### src/sdc_pkg.sv
// Purpose: Shared constants for the synthesizer configuration link and its controller.
// Assumes: One 50 MHz clock named mclk on both ends.
// Notes: Serial frame is test bits, post-divider bits, then feedback-divider bits.
package sdc_pkg;
	localparam int M_W = 9;
	localparam int N_W = 2;
	localparam int T_W = 3;
	localparam int FRAME_W = 14;
	localparam int M_LSB = 0;
	localparam int N_LSB = 9;
	localparam int T_LSB = 11;
	localparam logic [M_W-1:0] M_RESET = 9'h000;
	localparam logic [N_W-1:0] N_RESET = 2'h0;
	localparam logic [T_W-1:0] T_RESET = 3'h0;
	localparam logic [FRAME_W-1:0] SHIFT_RESET = 14'h0000;
	localparam int REF_DIV_W = 4;
	localparam logic [T_W-1:0] TEST_SHIFT = 3'h0;
	localparam logic [T_W-1:0] TEST_ONE = 3'h1;
	localparam logic [T_W-1:0] TEST_REF = 3'h2;
	localparam logic [T_W-1:0] TEST_FB = 3'h3;
	localparam logic [T_W-1:0] TEST_SYNTH = 3'h4;
	localparam logic [T_W-1:0] TEST_ZERO = 3'h5;
	localparam logic [T_W-1:0] TEST_BYPASS = 3'h6;
	localparam logic [T_W-1:0] TEST_SYNTH4 = 3'h7;
	localparam int CLK_PERIOD_NS = 20;
	localparam int SER_HALF_NS = 50;
	localparam int LOAD_PULSE_NS = 50;
	localparam int SETUP_NS = 20;
	localparam int SER_HALF_CYC = (SER_HALF_NS + CLK_PERIOD_NS - 1) / CLK_PERIOD_NS;
	localparam int LOAD_PULSE_CYC = (LOAD_PULSE_NS + CLK_PERIOD_NS - 1) / CLK_PERIOD_NS;
	localparam int SETUP_CYC = (SETUP_NS + CLK_PERIOD_NS - 1) / CLK_PERIOD_NS;
	localparam logic [7:0] ADDR_CFG = 8'h00;
	localparam logic [7:0] ADDR_CMD = 8'h04;
	localparam logic [7:0] ADDR_STATUS = 8'h08;
	localparam int CMD_PAR_BIT = 0;
	localparam int CMD_SER_BIT = 1;
	localparam logic [1:0] RESP_OKAY = 2'h0;
	localparam logic [1:0] RESP_SLVERR = 2'h2;
	localparam logic [31:0] CFG_RESET = 32'h0000_0000;

	// Post-divider code to divide ratio.
	function automatic logic [3:0] post_ratio(input logic [N_W-1:0] code);
		post_ratio = 4'h1 << code;
	endfunction
endpackage

### src/sdc_link_if.sv
// Purpose: Pin-level link between the board controller and the synthesizer configuration logic.
// Assumes: Both ends run on the same mclk; the device resynchronises every pin it reads.
// Notes: synth_pair bit 1 is the true output and bit 0 its complement.
`timescale 1ns/1ps
interface sdc_link_if;
	import sdc_pkg::*;
	logic [M_W-1:0] par_m;
	logic [N_W-1:0] par_n;
	logic par_load;
	logic ser_clk;
	logic ser_data;
	logic ser_load;
	logic test_out;
	logic [1:0] synth_output_pair;

	modport dev (
		input par_m,
		input par_n,
		input par_load,
		input ser_clk,
		input ser_data,
		input ser_load,
		output test_out,
		output synth_output_pair
	);

	modport ctl (
		output par_m,
		output par_n,
		output par_load,
		output ser_clk,
		output ser_data,
		output ser_load,
		input test_out,
		input synth_output_pair
	);
endinterface

### src/sdc_board_ctl.sv
// Purpose: Board controller that programs the synthesizer over its parallel and serial pins.
// Assumes: Software writes the configuration word, then a command, over AXI4-Lite.
// Notes: A command arriving while a sequence runs is dropped; status shows busy.
//
// Decided for this implementation: the AXI4-Lite slave port and the address map.
`timescale 1ns/1ps
module sdc_board_ctl
	import sdc_pkg::*;
(
	input wire logic mclk,
	input wire logic rst,
	sdc_link_if.ctl link,
	input wire logic [7:0] s_axi_awaddr,
	input wire logic s_axi_awvalid,
	output logic s_axi_awready,
	input wire logic [31:0] s_axi_wdata,
	input wire logic [3:0] s_axi_wstrb,
	input wire logic s_axi_wvalid,
	output logic s_axi_wready,
	output logic [1:0] s_axi_bresp,
	output logic s_axi_bvalid,
	input wire logic s_axi_bready,
	input wire logic [7:0] s_axi_araddr,
	input wire logic s_axi_arvalid,
	output logic s_axi_arready,
	output logic [31:0] s_axi_rdata,
	output logic [1:0] s_axi_rresp,
	output logic s_axi_rvalid,
	input wire logic s_axi_rready
);
	typedef enum {ST_IDLE, ST_PLOW, ST_PHIGH, ST_SLO, ST_SHI, ST_LDHI, ST_LDLO} sdc_state_t;

	sdc_state_t st_r, st_nxt;
	logic [1:0] tmr_r, tmr_nxt;
	logic [3:0] bit_r, bit_nxt;
	logic [31:0] cfg_r, cfg_nxt;
	logic [FRAME_W-1:0] frame_r, frame_nxt;
	logic pl_r, pl_nxt, sc_r, sc_nxt, sd_r, sd_nxt, sl_r, sl_nxt;
	logic [M_W-1:0] pm_r, pm_nxt;
	logic [N_W-1:0] pn_r, pn_nxt;
	logic [7:0] awa_r, awa_nxt;
	logic [31:0] wd_r, wd_nxt;
	logic [3:0] ws_r, ws_nxt;
	logic awh_r, awh_nxt, wh_r, wh_nxt;
	logic bv_r, bv_nxt, rv_r, rv_nxt;
	logic [1:0] br_r, br_nxt, rr_r, rr_nxt;
	logic [31:0] rd_r, rd_nxt;
	logic [2:0] tsync_r;
	logic do_wr, cmd_par, cmd_ser;

	assign do_wr = awh_r & wh_r & ~bv_r;
	assign cmd_par = do_wr && awa_r == ADDR_CMD && ws_r[0] && wd_r[CMD_PAR_BIT];
	assign cmd_ser = do_wr && awa_r == ADDR_CMD && ws_r[0] && wd_r[CMD_SER_BIT];

	always_comb
	begin
		awa_nxt = awa_r;
		wd_nxt = wd_r;
		ws_nxt = ws_r;
		awh_nxt = awh_r;
		wh_nxt = wh_r;
		bv_nxt = bv_r;
		br_nxt = br_r;
		rv_nxt = rv_r;
		rr_nxt = rr_r;
		rd_nxt = rd_r;
		cfg_nxt = cfg_r;
		if (s_axi_awvalid && !awh_r)
		begin
			awa_nxt = s_axi_awaddr;
			awh_nxt = 1'b1;
		end
		if (s_axi_wvalid && !wh_r)
		begin
			wd_nxt = s_axi_wdata;
			ws_nxt = s_axi_wstrb;
			wh_nxt = 1'b1;
		end
		if (do_wr)
		begin
			awh_nxt = 1'b0;
			wh_nxt = 1'b0;
			bv_nxt = 1'b1;
			br_nxt = RESP_OKAY;
			if (awa_r == ADDR_CFG)
			begin
				for (int i = 0; i < 4; i++)
					if (ws_r[i])
						cfg_nxt[i*8 +: 8] = wd_r[i*8 +: 8];
			end
			else if (awa_r != ADDR_CMD)
				br_nxt = RESP_SLVERR;
		end
		if (bv_r && s_axi_bready)
			bv_nxt = 1'b0;
		if (s_axi_arvalid && !rv_r)
		begin
			rv_nxt = 1'b1;
			rr_nxt = RESP_OKAY;
			case (s_axi_araddr)
				ADDR_CFG: rd_nxt = cfg_r;
				ADDR_CMD: rd_nxt = 32'h0000_0000;
				ADDR_STATUS: rd_nxt = {29'h0, tsync_r[2], pl_r, st_r != ST_IDLE};
				default:
				begin
					rd_nxt = 32'h0000_0000;
					rr_nxt = RESP_SLVERR;
				end
			endcase
		end
		else if (rv_r && s_axi_rready)
			rv_nxt = 1'b0;
	end

	always_comb
	begin
		st_nxt = st_r;
		tmr_nxt = tmr_r;
		bit_nxt = bit_r;
		frame_nxt = frame_r;
		pl_nxt = pl_r;
		sc_nxt = sc_r;
		sd_nxt = sd_r;
		sl_nxt = sl_r;
		pm_nxt = pm_r;
		pn_nxt = pn_r;
		case (st_r)
			ST_IDLE:
			begin
				tmr_nxt = '0;
				if (cmd_par)
				begin
					pm_nxt = cfg_r[M_LSB +: M_W];
					pn_nxt = cfg_r[N_LSB +: N_W];
					pl_nxt = 1'b0;
					st_nxt = ST_PLOW;
				end
				else if (cmd_ser)
				begin
					frame_nxt = cfg_r[FRAME_W-1:0];
					pl_nxt = 1'b1;
					bit_nxt = '0;
					st_nxt = ST_SLO;
				end
			end
			ST_PLOW:
			begin
				tmr_nxt = tmr_r + 1'b1;
				if (tmr_r == 2'(LOAD_PULSE_CYC - 1))
				begin
					pl_nxt = 1'b1;
					tmr_nxt = '0;
					st_nxt = ST_PHIGH;
				end
			end
			ST_PHIGH:
			begin
				tmr_nxt = tmr_r + 1'b1;
				if (tmr_r == 2'(LOAD_PULSE_CYC - 1))
					st_nxt = ST_IDLE;
			end
			ST_SLO:
			begin
				sd_nxt = frame_r[FRAME_W-1];
				tmr_nxt = tmr_r + 1'b1;
				if (tmr_r == 2'(SER_HALF_CYC - 1))
				begin
					sc_nxt = 1'b1;
					tmr_nxt = '0;
					st_nxt = ST_SHI;
				end
			end
			ST_SHI:
			begin
				tmr_nxt = tmr_r + 1'b1;
				if (tmr_r == 2'(SER_HALF_CYC - 1))
				begin
					sc_nxt = 1'b0;
					tmr_nxt = '0;
					frame_nxt = {frame_r[FRAME_W-2:0], 1'b0};
					bit_nxt = bit_r + 1'b1;
					st_nxt = (bit_r == 4'(FRAME_W - 1)) ? ST_LDHI : ST_SLO;
					if (bit_r == 4'(FRAME_W - 1))
						sl_nxt = 1'b1;
				end
			end
			ST_LDHI:
			begin
				tmr_nxt = tmr_r + 1'b1;
				if (tmr_r == 2'(LOAD_PULSE_CYC - 1))
				begin
					sl_nxt = 1'b0;
					tmr_nxt = '0;
					st_nxt = ST_LDLO;
				end
			end
			ST_LDLO:
			begin
				tmr_nxt = tmr_r + 1'b1;
				if (tmr_r == 2'(SETUP_CYC - 1))
					st_nxt = ST_IDLE;
			end
			default: st_nxt = ST_IDLE;
		endcase
	end

	always_ff @(posedge mclk or posedge rst)
	begin
		if (rst)
		begin
			st_r <= ST_IDLE;
			tmr_r <= '0;
			bit_r <= '0;
			frame_r <= SHIFT_RESET;
			pl_r <= 1'b0;
			sc_r <= 1'b0;
			sd_r <= 1'b0;
			sl_r <= 1'b0;
			pm_r <= M_RESET;
			pn_r <= N_RESET;
			awa_r <= '0;
			wd_r <= '0;
			ws_r <= '0;
			awh_r <= 1'b0;
			wh_r <= 1'b0;
			bv_r <= 1'b0;
			br_r <= RESP_OKAY;
			rv_r <= 1'b0;
			rr_r <= RESP_OKAY;
			rd_r <= '0;
			cfg_r <= CFG_RESET;
			tsync_r <= '0;
		end
		else
		begin
			st_r <= st_nxt;
			tmr_r <= tmr_nxt;
			bit_r <= bit_nxt;
			frame_r <= frame_nxt;
			pl_r <= pl_nxt;
			sc_r <= sc_nxt;
			sd_r <= sd_nxt;
			sl_r <= sl_nxt;
			pm_r <= pm_nxt;
			pn_r <= pn_nxt;
			awa_r <= awa_nxt;
			wd_r <= wd_nxt;
			ws_r <= ws_nxt;
			awh_r <= awh_nxt;
			wh_r <= wh_nxt;
			bv_r <= bv_nxt;
			br_r <= br_nxt;
			rv_r <= rv_nxt;
			rr_r <= rr_nxt;
			rd_r <= rd_nxt;
			cfg_r <= cfg_nxt;
			tsync_r <= {tsync_r[1:0], link.test_out};
		end
	end

	assign s_axi_awready = ~awh_r;
	assign s_axi_wready = ~wh_r;
	assign s_axi_bvalid = bv_r;
	assign s_axi_bresp = br_r;
	assign s_axi_arready = ~rv_r;
	assign s_axi_rvalid = rv_r;
	assign s_axi_rresp = rr_r;
	assign s_axi_rdata = rd_r;
	assign link.par_m = pm_r;
	assign link.par_n = pn_r;
	assign link.par_load = pl_r;
	assign link.ser_clk = sc_r;
	assign link.ser_data = sd_r;
	assign link.ser_load = sl_r;
endmodule

### src/flat_wrapper.sv
// flat-port wrapper written by rule: the top's interface ports become plain ports
module sdc_board_ctl_flat import sdc_pkg::*;
  (mclk, rst, s_axi_awaddr, s_axi_awvalid, s_axi_awready, s_axi_wdata, s_axi_wstrb, s_axi_wvalid, s_axi_wready, s_axi_bresp, s_axi_bvalid, s_axi_bready, s_axi_araddr, s_axi_arvalid, s_axi_arready, s_axi_rdata, s_axi_rresp, s_axi_rvalid, s_axi_rready, link_par_m, link_par_n, link_par_load, link_ser_clk, link_ser_data, link_ser_load, link_test_out, link_synth_output_pair);
  sdc_link_if link_i ();
  input wire logic mclk;
  input wire logic rst;
  input wire logic [7:0] s_axi_awaddr;
  input wire logic s_axi_awvalid;
  output logic s_axi_awready;
  input wire logic [31:0] s_axi_wdata;
  input wire logic [3:0] s_axi_wstrb;
  input wire logic s_axi_wvalid;
  output logic s_axi_wready;
  output logic [1:0] s_axi_bresp;
  output logic s_axi_bvalid;
  input wire logic s_axi_bready;
  input wire logic [7:0] s_axi_araddr;
  input wire logic s_axi_arvalid;
  output logic s_axi_arready;
  output logic [31:0] s_axi_rdata;
  output logic [1:0] s_axi_rresp;
  output logic s_axi_rvalid;
  input wire logic s_axi_rready;
  output wire logic [$bits(link_i.par_m)-1:0] link_par_m;
  output wire logic [$bits(link_i.par_n)-1:0] link_par_n;
  output wire logic [$bits(link_i.par_load)-1:0] link_par_load;
  output wire logic [$bits(link_i.ser_clk)-1:0] link_ser_clk;
  output wire logic [$bits(link_i.ser_data)-1:0] link_ser_data;
  output wire logic [$bits(link_i.ser_load)-1:0] link_ser_load;
  input wire logic [$bits(link_i.test_out)-1:0] link_test_out;
  input wire logic [$bits(link_i.synth_output_pair)-1:0] link_synth_output_pair;
  assign link_par_m = link_i.par_m;
  assign link_par_n = link_i.par_n;
  assign link_par_load = link_i.par_load;
  assign link_ser_clk = link_i.ser_clk;
  assign link_ser_data = link_i.ser_data;
  assign link_ser_load = link_i.ser_load;
  assign link_i.test_out = link_test_out;
  assign link_i.synth_output_pair = link_synth_output_pair;
  sdc_board_ctl u_core (.mclk(mclk), .rst(rst), .link(link_i), .s_axi_awaddr(s_axi_awaddr), .s_axi_awvalid(s_axi_awvalid), .s_axi_awready(s_axi_awready), .s_axi_wdata(s_axi_wdata), .s_axi_wstrb(s_axi_wstrb), .s_axi_wvalid(s_axi_wvalid), .s_axi_wready(s_axi_wready), .s_axi_bresp(s_axi_bresp), .s_axi_bvalid(s_axi_bvalid), .s_axi_bready(s_axi_bready), .s_axi_araddr(s_axi_araddr), .s_axi_arvalid(s_axi_arvalid), .s_axi_arready(s_axi_arready), .s_axi_rdata(s_axi_rdata), .s_axi_rresp(s_axi_rresp), .s_axi_rvalid(s_axi_rvalid), .s_axi_rready(s_axi_rready));
endmodule
### config.mk
export PLATFORM = sky130hd
export DESIGN_NAME = sdc_board_ctl_flat
export DESIGN_NICKNAME = d
export VERILOG_FILES = /design/src/sdc_pkg.sv /design/src/sdc_link_if.sv /design/src/sdc_board_ctl.sv /design/src/flat_wrapper.sv
export SDC_FILE = /design/constraint.sdc
export NUM_CORES = 1
export LEC_CHECK = 0
export BUFFER_PORTS_ARGS = -buffer_cell sky130_fd_sc_hd__buf_2
export CORE_MARGIN = 3
export CORE_UTILIZATION = 39
export CTS_BUF_LIST = sky130_fd_sc_hd__clkbuf_4 sky130_fd_sc_hd__clkbuf_8
export CTS_CLUSTER_SIZE = 28
export DETAILED_ROUTE_END_ITERATION = 6
export GPL_ROUTABILITY_DRIVEN = 0
export PLACE_DENSITY = 0.59
export RECOVER_POWER = 100
export SLEW_MARGIN = 15
export SYNTH_ARGS = -nofsm -noshare
export SYNTH_HDL_FRONTEND = slang
export SYNTH_SLANG_ARGS = --single-unit
### constraint.sdc
create_clock -name mclk -period 7.74 [get_ports mclk]
set_input_delay 1.161 -clock mclk [delete_from_list [all_inputs] [get_ports mclk]]
set_output_delay 1.161 -clock mclk [all_outputs]
set_load 0.1 [all_outputs]
# --- Word level (Yosys, flattened, before mapping) ---
# Cells that the tools add are included.
classes:
  n_addsub: 2
  mul: 0
  n_div: 0
  magnitude_cmp: 0
  eq_ne: 22
  shifts: 0
  n_mux: 41
  n_bitwise: 6
  reduce_logical: 39
ops:
  columns: ["cell", "n"]
  rows:
  - ["2-to-1 mux 32 bit", 8]
  - ["case mux 32 bit (7 select lines)", 1]
  - ["== test 32 x 3 -> 1 bit, second input constant", 3]
  - ["== test 32 x 2 -> 1 bit, second input constant", 2]
  - ["case mux 32 bit (2 select lines)", 1]
  - ["2-to-1 mux 14 bit", 3]
  - ["== test 32 x 1 -> 1 bit, second input constant", 1]
  - ["logical NOT 32 bit", 1]
  - ["nonzero test 32 bit", 1]
  - ["case mux 14 bit (2 select lines)", 1]
  - ["AND reduction 3 bit", 6]
  - ["== test 8 x 3 -> 1 bit, second input constant", 2]
  - ["logical NOT 8 bit", 2]
  - ["!= test 2 x 1 -> 1 bit, second input constant", 8]
  - ["nonzero test 2 bit", 8]
  - ["2-to-1 mux 1 bit", 14]
  - ["2-to-1 mux 4 bit", 3]
  - ["logical AND 1 bit", 9]
  - ["== test 8 x 4 -> 1 bit, second input constant", 1]
  - ["2-to-1 mux 2 bit", 4]
  - ["!= test 8 x 3 -> 1 bit, second input constant", 1]
  - ["case mux 4 bit (2 select lines)", 1]
  - ["AND reduction 4 bit", 2]
  - ["AND reduction 7 bit", 1]
  - ["18 further kinds", 26]
word_totals:
  reg_bits: 186
  latchBits: 0
  mem_bits_rw: 0
  romBits: 0
  output_inout_bits: 56
  memories: 0

# --- Longest topological paths before layout ---
# Gate-level depths: netlist of run 1.
depth:
  ltp_word: 8
  mapped_depth: 7

# --- Least setup slack after synthesis of run 1 ---
# OpenSTA, ideal clock, no wires.
synth_path:
  kind: "flip-flop to flip-flop"
  from: "reg u_core.rv_r, in the netlist u_core.s_axi_rvalid"
  to: "reg u_core.rd_r[10], in the netlist u_core.s_axi_rdata[10]"
  t_arrival_ns: 2.923
  required_time_ns: 7.671
  path_slack_ns: 4.748
  path_stages_with_launch: 8
  cell_sequence: "dfrtp_1 -> inv_1 -> nand2_1 -> or3_1 -> nor2_1 -> buf_2 -> buf_2 -> a22o_1"
synth_via:
  elab_chain_cells: 2
synth_lines:
  columns: ["item", "line", "text"]
  rows:
  - ["from (decl)", "sdc_board_ctl.sv:45", "logic bv_r, bv_nxt, rv_r, rv_nxt;"]
  - ["from (signal assigned)", "sdc_board_ctl.sv:253", "rv_r <= rv_nxt;"]
  - ["logical NOT 1 bit", "sdc_board_ctl.sv:96", "if (s_axi_arvalid && !rv_r)"]
  - ["logical AND 1 bit", "sdc_board_ctl.sv:96", null]
  - ["to (signal assigned)", "sdc_board_ctl.sv:255", "rd_r <= rd_nxt;"]
  - ["to (decl)", "sdc_board_ctl.sv:47", "logic [31:0] rd_r, rd_nxt;"]
# No other way between the ends.
# A chain may end at the register's enable or synchronous reset.

# --- Worst setup path in the final report of run 1 ---
layout_path:
  from: "reg u_core.st_r[2]"
  to: "reg u_core.bit_r[1]"
layout_via:
  elab_chain_cells: 3
  word_cells_on_any_way: 8
  cone_classes: "eq/ne: 4; mux: 1; reduce/logical: 3"
layout_lines:
  columns: ["item", "line", "text"]
  rows:
  - ["from (decl)", "sdc_board_ctl.sv:33", "sdc_state_t st_r, st_nxt;"]
  - ["from (signal assigned)", "sdc_board_ctl.sv:236", "st_r <= st_nxt;"]
  - ["== test 32 x 3 -> 1 bit / logical NOT 32 bit (equally long branches)", "sdc_board_ctl.sv:127", "case (st_r)"]
  - ["!= test 2 x 1 -> 1 bit (no line) (tied with other cells)", null, null]
  - ["AND reduction 4 bit (no line)", null, null]
  - ["to (signal assigned)", "sdc_board_ctl.sv:238", "bit_r <= bit_nxt;"]
  - ["to (decl)", "sdc_board_ctl.sv:35", "logic [3:0] bit_r, bit_nxt;"]
# Parallel ways exist; a longest one is shown, timed or not.

==> impl_metrics.yaml, run 1 <==
outcome:
  outcome: "finished, violations left"
  failed_checks: "capacitance limit, slew limit"
final_layout:
  antenna_cells: 0
  layout.cells.non_filler: 803
  fillerInstances: 1459
  nets: 646
  final_util_pct: 47.21
  syn_to_final_growth_pct: 16.63
  multi_input_area_sq_um: 2200
  final_area_sq_um: 7310
  layout_commonest_cell: "dfrtp_1"
  regArea_sq_um: 3879
  mostFrequentLayoutCells: "dfrtp_1 (155), mux2_2 (80), clkbuf_1 (59)"
  drive_gt1_share_pct: 29.73
yosys:
  synth_area_leaders: "dfrtp_1 (62%), mux2_2 (14%), a22o_1 (4.2%)"
  yosys.cell_types.count: 44
  yosysTopAreaCell: "dfrtp_1"
  synth-seq-cells: 155
  yosysTopAreaCellShare_pct: 61.89
  syn_area_sq_um: 6267
  avgSynthCellArea_sq_um: 13.51
  synthCells: 464
  yosysWarnings: 0
  ys_seq_area_share_pct: 61.89
grt:
  grt.busiest_layer: "met2"
  grt_max_degree: 90
  met1_usage_pct: 21.07
  antenna_found_initial: 2
  grt_pass1_vias: 4286
  grtUsageMet2_pct: 24.05
  overflow: 0
  grt_use_met3_pct: 6.008
  grt_pass1_wl_mm: 22.21
  track_usage_pct: 15.91
power:
  clockPowerShare_pct: 27.8
  switchingPower_w: 0.0006448
  seq_power_share_pct: 51.3
  p_per_area_nw_per_um2: 290.1
  comb_power_share_pct: 20.9
  power.internal_w: 0.001476
  design_power_total_w: 0.002121
  swShare_pct: 30.41
  peakVddDrop_mv: 0.1477
  p_leak_nw: 3.409
worst_setup_path:
  crit_path_end_kind: "flop"
  critPathLaunchType: "flop"
  slowest_stage: "a21oi_1"
  endpoint: "u_core.bit_r[1]$_DFFE_PP0P_"
  rrSetupSlack_ns: 3.86
  cp.arrival_ns: 4.13
  rr_worst_depth: 4
  regToRegEndpoint: "u_core.bit_r[1]$_DFFE_PP0P_"
  worstPathMaxFanout: 31
  path_cells: "clkbuf_1 > nand2_1 > a21oi_1 > o32ai_1"
  critPathMaxStageDelay_ns: 1.49
  critPathKind: "reg -> reg"
  critPathRequiredTime_ns: 7.98
  r2r-start: "u_core.st_r[2]$_DFFE_PP0P_"
  cp-startpoint: "u_core.st_r[2]$_DFFE_PP0P_"
floorplanning:
  die-width_microns: 132.8
  design.die.area_sq_um: 17630
  die_h_microns: 132.8
  num_rows: 45
  ioPinCount: 118
  start_util_pct: 40.48
  core_sq_um: 15480
route:
  drc: 0
  vias: 4059
  post_drt_wl_per_cell_microns: 16.74
  vias_per_cell: 5.055
  drt_iter0_drc: 235
  ant_nets: 0
  wirelength_mm: 13.44
  first_pass_iters: 4
timing:
  max_freq_mhz: 257.5
  worst_pin_slew_ns: 2.829
  hold_viol: 0
  maxSlewHeadroom_pct: -89.65
  final.period_utilization_pct: 50.18
  rsz0062_at_grt: "false"
  setup_viol: 0
  final_max_slew_viol_count: 203
  post-route-min-period_ns: 3.884
  clock_skew_ns: 0.008713
  fin_setup_tns_ns: 0
place:
  place_hpwl_mm: 8.915
  portBuffers: 113
  placed_cell_area_sq_um: 7053
  dp.cells: 771
cts:
  cts_inserted_buffers: 17
  clk_pin_slew_ns: 0.08
  cts_sinks: 155
  cts_tree: "yes"
  clk_path_buf_depth: 2
  post_cts_buffers: 0
  clkLatencyLatePin_ns: 0.44
  hold_buffers: 0
  cts_root_buffer: "clkbuf_8"
  post_cts_resized: 0
  htreeDepth: 4
flow_run:
  max_cap_violations: 5
hold_path:
  hold_path_depth: 0
  hold_class: "reg -> reg"
## synthesized netlist by cell type (all sizes together)
master,instances
o21a,2
o211ai,2
dfrtp,155
nand2,25
ha,5
nand3,8
a2bb2oi,1
o221ai,2
inv,14
a21oi,20
and4b,1
a32o,1
clkbuf,15
a31oi,2
o22ai,1
mux2i,16
and3,1
a22o,30
nand3b,2
nor3,5
o311a,1
or3,2
buf,8
nand2b,4
nor4bb,1
o21ai,12
o2bb2ai,1
nor4,3
mux2,89
or4,1
nor2,23
nor2b,4
or2,1
o41ai,1
nand4,2
conb,1
o32ai,1
a21boi,1
## kinds of logic (layout without fill, tap and decap cells)
kind of cell,after synthesis,after routing,share of synthesized area (%)
mux,105,105,19.09
simple gates,83,83,6.668
flops,155,155,61.89
other cells,1,2,0.05983
compound gates,78,78,8.804
buf+inv,37,164,2.495
fa+ha+maj,5,5,0.9982
## final cells by class
cell class,count,share of cell area [%]
flip-flops and latches,155,53.06
multi-input cells,273,30.09
repair buffers,118,7.189
clock buffers,25,4.451
well taps,211,3.612
clock inverters,7,0.8559
inverters,14,0.7360
## state kept, by name (all words and copies together) (netlist names), 2 cells and up
name	flops
u_core.frame_r	14
u_core.link.par_n	2
u_core.cfg_r	32
u_core.tmr_r	2
u_core.ws_r	4
u_core.st_r	3
u_core.link.par_m	9
u_core.bit_r	4
u_core.tsync_r	3
u_core.wd_r	32
u_core.awa_r	8
u_core.s_axi_rdata	32
## per-stage QoR
| stage | setup slack (ns) | hold slack (ns) |
|---|---|---|
| 2_1_floorplan | 2.401 | 0.3312 |
| 3_3_place_gp | 4.834 | 0.3335 |
| 3_5_place_dp | 4.808 | 0.3355 |
| 4_1_cts | 5.166 | 0.3534 |
| 5_1_grt | 3.309 | 0.3586 |
| 6_report | 3.856 | 0.3508 |
## per-layer routing
| layer | vias up | routed length (microns) |
|---|---|---|
| met4 | 4 | 179 |
| met3 | 19 | 926 |
| li1 | 1889 | - |
| met2 | 102 | 6400 |
| met5 | - | 21 |
| met1 | 2045 | 5917 |
## power groups by stage
| stage | registers, W | logic (W) | clock network (W) |
|---|---|---|---|
| floorplan | 0.00111 | 0.000334 | 0 |
| global placement | 0.00110 | 0.000438 | 0 |
| detailed placement | 0.00111 | 0.000452 | 0 |
| CTS | 0.00109 | 0.000454 | 0.000607 |
| global route | 0.00111 | 0.000489 | 0.000647 |
| finish | 0.00109 | 0.000443 | 0.000589 |
## worst min path at each step
| stage | slack [ns] | start | endpoint |
|---|---|---|---|
| after floorplan | 0.33 | u_core.tsync_r[0]$_DFF_PP0_ | u_core.tsync_r[1]$_DFF_PP0_ |
| after global placement | 0.33 | u_core.tsync_r[1]$_DFF_PP0_ | u_core.tsync_r[2]$_DFF_PP0_ |
| after detailed placement | 0.34 | u_core.tsync_r[0]$_DFF_PP0_ | u_core.tsync_r[1]$_DFF_PP0_ |
| after CTS | 0.35 | u_core.tsync_r[1]$_DFF_PP0_ | u_core.tsync_r[2]$_DFF_PP0_ |
| after global routing | 0.36 | u_core.tsync_r[1]$_DFF_PP0_ | u_core.tsync_r[2]$_DFF_PP0_ |
| final | 0.35 | u_core.tsync_r[1]$_DFF_PP0_ | u_core.tsync_r[2]$_DFF_PP0_ |
## worst max-delay path, delay by kind of cell (launching register included)
family / cells / cell delay (ns)
compound gates: 2 / 1.73
buf+inv: 1 / 1.23
flops: 1 / 0.33
simple gates: 1 / 0.39
Note: power is estimated with default switching activity, not from simulation.
==> inputs of run 2 (changes only) <==
- PLACE_DENSITY: 0.59 -> 0.61
- clock period: 7.74 -> 3.3 ns (I/O delays scaled with it)
==> impl_metrics.yaml, run 2 (same netlist as run 1, synthesis figures left out) <==
outcome:
  outcome: "finished, violations left"
  failed_checks: "capacitance limit, slew limit"
worst_setup_path:
  slowest_stage: "or4_1"
  crit_path_end_kind: "flop"
  cpLargestDelayFamily: "simple AND/OR/NAND/NOR gates"
  critPathLaunchType: "flop"
  cp.arrival_ns: 2.95
  path_cells: "or4_1 > nor4_4 > nand3_1 > mux2_1"
  worstPathMaxFanout: 12
  critPathBufInv: 0
  critPathMaxStageDelay_ns: 0.60
  critPathKind: "reg -> reg"
  critPathRequiredTime_ns: 3.63
cts:
  cts_tree: "yes"
  post_cts_resized: 0
  clk_path_buf_depth: 2
  htreeDepth: 4
  cts_root_buffer: "clkbuf_8"
  cts_sinks: 155
  clkLatencyLatePin_ns: 0.45
  hold_buffers: 0
  post_cts_buffers: 0
  cts_inserted_buffers: 17
  clk_pin_slew_ns: 0.08
route:
  vias: 4086
  wirelength_mm: 13.31
  drt_iter0_drc: 237
  drc: 0
  first_pass_iters: 4
  post_drt_wl_per_cell_microns: 16.55
  vias_per_cell: 5.082
  ant_nets: 0
timing:
  setup_viol: 0
  worst_pin_slew_ns: 2.039
  post-route-min-period_ns: 2.617
  hold_viol: 0
  max_freq_mhz: 382.1
  final_max_slew_viol_count: 193
  clock_skew_ns: 0.01138
  holdWs_ns: 0.1588
  fin_setup_tns_ns: 0
  final.period_utilization_pct: 79.31
  rsz0062_at_grt: "false"
  maxSlewHeadroom_pct: -35.95
flow_run:
  max_cap_violations: 2
grt:
  grt_pass1_vias: 4283
  track_usage_pct: 15.70
  overflow: 0
  grt_max_degree: 156
  antenna_found_initial: 0
  grt_pass1_wl_mm: 21.96
floorplanning:
  design.die.area_sq_um: 17630
  die-width_microns: 132.8
  num_rows: 45
  ioPinCount: 118
  start_util_pct: 40.48
  core_sq_um: 15480
  die_h_microns: 132.8
power:
  p_leak_nw: 3.427
  p_per_area_nw_per_um2: 691.7
  design_power_total_w: 0.005100
  peakVddDrop_mv: 0.3091
final_layout:
  mostFrequentLayoutCells: "dfrtp_1 (155), mux2_2 (80), buf_2 (58)"
  antenna_cells: 0
  nets: 647
  layout_commonest_cell: "dfrtp_1"
  drive_gt1_share_pct: 30.35
  syn_to_final_growth_pct: 17.65
place:
  place_hpwl_mm: 8.968
  portBuffers: 113
hold_path:
  hold_class: "in -> reg"
==> run 2: cell count changes in the layout (fill, tap and decap cells not counted), sizes merged <==
cell,change
buf,+1
clkinv,-2
bufinv,+2
clkbuf,-3
clkinvlp,+3
==> run 2: report_power, final <==
group	switching, W	internal [W]
clock	0.000688	0.000835
sequential	0.000267	0.00228
combinational	0.000575	0.000452
==> run 2: layer usage <==
metal	up-vias	track usage, %	share of wire, %
li1	1883	-	-
met1	2084	19.77	43
met2	104	25.44	49
met3	15	5.361	6.4
met4	0	5.370	1.4
met5	-	0	0
==> run 2: through the flow <==
| stage | std cells | area [sq um] | util (%) | worst slack, ns |
|---|---|---|---|---|
| floorplan | 465 | 6275 | - | 0.3077 |
| global placement | 772 | 7072 | 45.67 | 0.8304 |
| detailed placement | 772 | 7072 | 45.67 | 0.7265 |
| CTS | 804 | 7507 | 48.48 | 0.7097 |
| global route | 804 | 7373 | 47.62 | 0.4775 |
| finish | 804 | 7373 | 47.62 | 0.6826 |
==> run 2: worst reg2reg max path, stage by stage (launching register included) <==
cell     delay (ns)
dfrtp_1        0.39
or4_1          0.60
nor4_4         0.45
nand3_1        0.55
mux2_1         0.51
==> run 2: cell type report <==
cell class	count	area [sq um]
clock buffers	22	296.5
clock inverters	10	138.9
fillers	1461	8110
inverters	14	56.30
multi-input cells	273	2207
flip-flops and latches	155	3879
well taps	211	264.0
repair buffers	119	531.8
==> run 2: final timing paths <==
kind / start / slack (ns) / depth (start not counted) / to
hold / removal: link_test_out / 0.16 / 1 / u_core.tsync_r[0]$_DFF_PP0_
setup reg to reg: u_core.awa_r[4]$_DFFE_PP0P_ / 0.68 / 4 / u_core.link.par_m[6]$_DFFE_PP0P_
min in group asynchronous: rst / 0.80 / 3 / u_core.s_axi_rdata[29]$_DFFE_PP0P_
hold reg to reg: u_core.tsync_r[1]$_DFF_PP0_ / 0.35 / 0 / u_core.tsync_r[2]$_DFF_PP0_
max in group asynchronous: rst / 1.24 / 3 / u_core.cfg_r[12]$_DFFE_PP0P_
setup / recovery: u_core.awa_r[4]$_DFFE_PP0P_ / 0.68 / 4 / u_core.link.par_m[6]$_DFFE_PP0P_
==> inputs of run 3 (changes only) <==
- clock period: 3.3 -> 2.1 ns (I/O delays scaled with it)
==> impl_metrics.yaml, run 3 (same netlist as run 1, synthesis figures left out) <==
final_layout:
  final_area_sq_um: 7565
  mostFrequentLayoutCells: "dfrtp_1 (153), mux2_2 (79), buf_2 (59)"
  fillerInstances: 1421
  drive_gt1_share_pct: 41.63
  nets: 657
  layout.cells.non_filler: 814
  syn_to_final_growth_pct: 20.70
  final_util_pct: 48.86
  layout_commonest_cell: "dfrtp_1"
  antenna_cells: 0
timing:
  rsz0062_at_grt: "false"
  max_freq_mhz: 513.7
  final_max_slew_viol_count: 0
  setup_viol: 0
  worst_pin_slew_ns: 1.184
  final.period_utilization_pct: 92.71
  post-route-min-period_ns: 1.947
  hold_viol: 0
  clock_skew_ns: 0.007842
  maxSlewHeadroom_pct: 21.09
floorplanning:
  ioPinCount: 118
  num_rows: 45
  die_h_microns: 132.8
  die-width_microns: 132.8
  start_util_pct: 40.48
  core_sq_um: 15480
  design.die.area_sq_um: 17630
flow_run:
  max_cap_violations: 0
power:
  peakVddDrop_mv: 0.6106
  design_power_total_w: 0.008120
  p_leak_nw: 3.690
  p_per_area_nw_per_um2: 1073
worst_setup_path:
  rrSetupSlack_ns: 0.15
  cp.arrival_ns: 2.27
  crit_path_end_kind: "flop"
  critPathLaunchType: "flop"
  worstPathMaxFanout: 12
  critPathKind: "reg -> reg"
  critPathRequiredTime_ns: 2.42
grt:
  grt_pass1_vias: 4329
  grt_pass1_wl_mm: 22.67
  track_usage_pct: 16.24
  antenna_found_initial: 0
  grt_max_degree: 86
  overflow: 0
cts:
  clk_path_buf_depth: 2
  htreeDepth: 4
  cts_sinks: 155
  clk_pin_slew_ns: 0.08
  cts_tree: "yes"
  cts_root_buffer: "clkbuf_8"
  clkLatencyLatePin_ns: 0.44
  cts_inserted_buffers: 17
route:
  post_drt_wl_per_cell_microns: 16.53
  ant_nets: 0
  drt_iter0_drc: 308
  wirelength_mm: 13.46
  vias_per_cell: 4.990
  drc: 0
  first_pass_iters: 5
  vias: 4062
place:
  dp.cells: 780
  portBuffers: 113
  place_hpwl_mm: 9.035
  placed_cell_area_sq_um: 7201
outcome:
  outcome: "completed"
hold_path:
  hold_class: "in -> reg"
-- run 3: changes by cell type in the layout (fill, tap and decap cells not counted), sizes merged --
cell / previous run / this run
buf: 60 / 68
dlygate4sd3: 0 / 2
clkbuf: 81 / 84
clkinv: 3 / 4
inv: 13 / 12
clkinvlp: 5 / 2
-- run 3: worst paths after layout --
| kind | startpoint | to | cells past startpoint |
|---|---|---|---|
| setup / recovery | u_core.awa_r[4]$_DFFE_PP0P_ | u_core.link.par_m[7]$_DFFE_PP0P_ | 5 |
| hold / removal | s_axi_rready | u_core.s_axi_rvalid$_DFFE_PP0P_ | 2 |
| setup reg to reg | u_core.awa_r[4]$_DFFE_PP0P_ | u_core.link.par_m[7]$_DFFE_PP0P_ | 5 |
| hold reg to reg | u_core.tsync_r[1]$_DFF_PP0_ | u_core.tsync_r[2]$_DFF_PP0_ | 0 |
| max in group asynchronous | rst | u_core.s_axi_bvalid$_DFFE_PP0P_ | 4 |
| min in group asynchronous | rst | u_core.cfg_r[26]$_DFFE_PP0P_ | 4 |
-- run 3: through the flow --
step,hold WS [ns],setup TNS [ns],setup slack [ns]
6_report,0.04880,0,0.1532
4_1_cts,0.01415,0,0.02894
2_1_floorplan,0.3312,-31.93,-0.3422
3_3_place_gp,0.3350,-0.0009992,-0.0004436
3_5_place_dp,0.3370,-0.2975,-0.02920
5_1_grt,0.01194,0,0.03725
-- run 3: what timing repair did --
| action | in CTS | in global routing |
|---|---|---|
| pin swaps | 0 | 1 |
| buffers inserted | 0 | 0 |
| endpoints found under the setup margin | 24 | 32 |
| endpoints found under the hold margin | 8 | 0 |
| resized for setup | 1 | 4 |
| hold buffers | 2 | 0 |
-- run 3: area by class of cell --
cell class,count,area [sq um],area share (%)
Clock buffer,25,325.3,4.300
Clock inverter,7,110.1,1.456
Inverter,14,55.05,0.7278
Multi-Input combinational cell,273,2235,29.54
Sequential cell,155,3881,51.31
Tap cell,211,264.0,3.490
Timing Repair Buffer,129,694.4,9.180
-- run 3: routing by layer --
metal	part of all wire (%)	vias up	global-route usage, %
met5	0	-	0
met4	0.78	0	4.503
li1	-	1905	-
met3	5.3	8	5.703
met2	48	87	25.61
met1	46	2062	21.40
-- run 3: where the power goes --
part           total [W]  internal (W)  switching (W)
Combinational    0.00169      0.000751       0.000940
Sequential       0.00401       0.00359       0.000424
Clock            0.00241       0.00137        0.00105
-- run 3: worst max-delay path, cell delays in order, from the launching register on --
cell and delay [ns]:
dfrtp_1 0.43, or4_4 0.58, nor4_4 0.18, nand3_1 0.11, buf_4 0.21, mux2_1 0.33
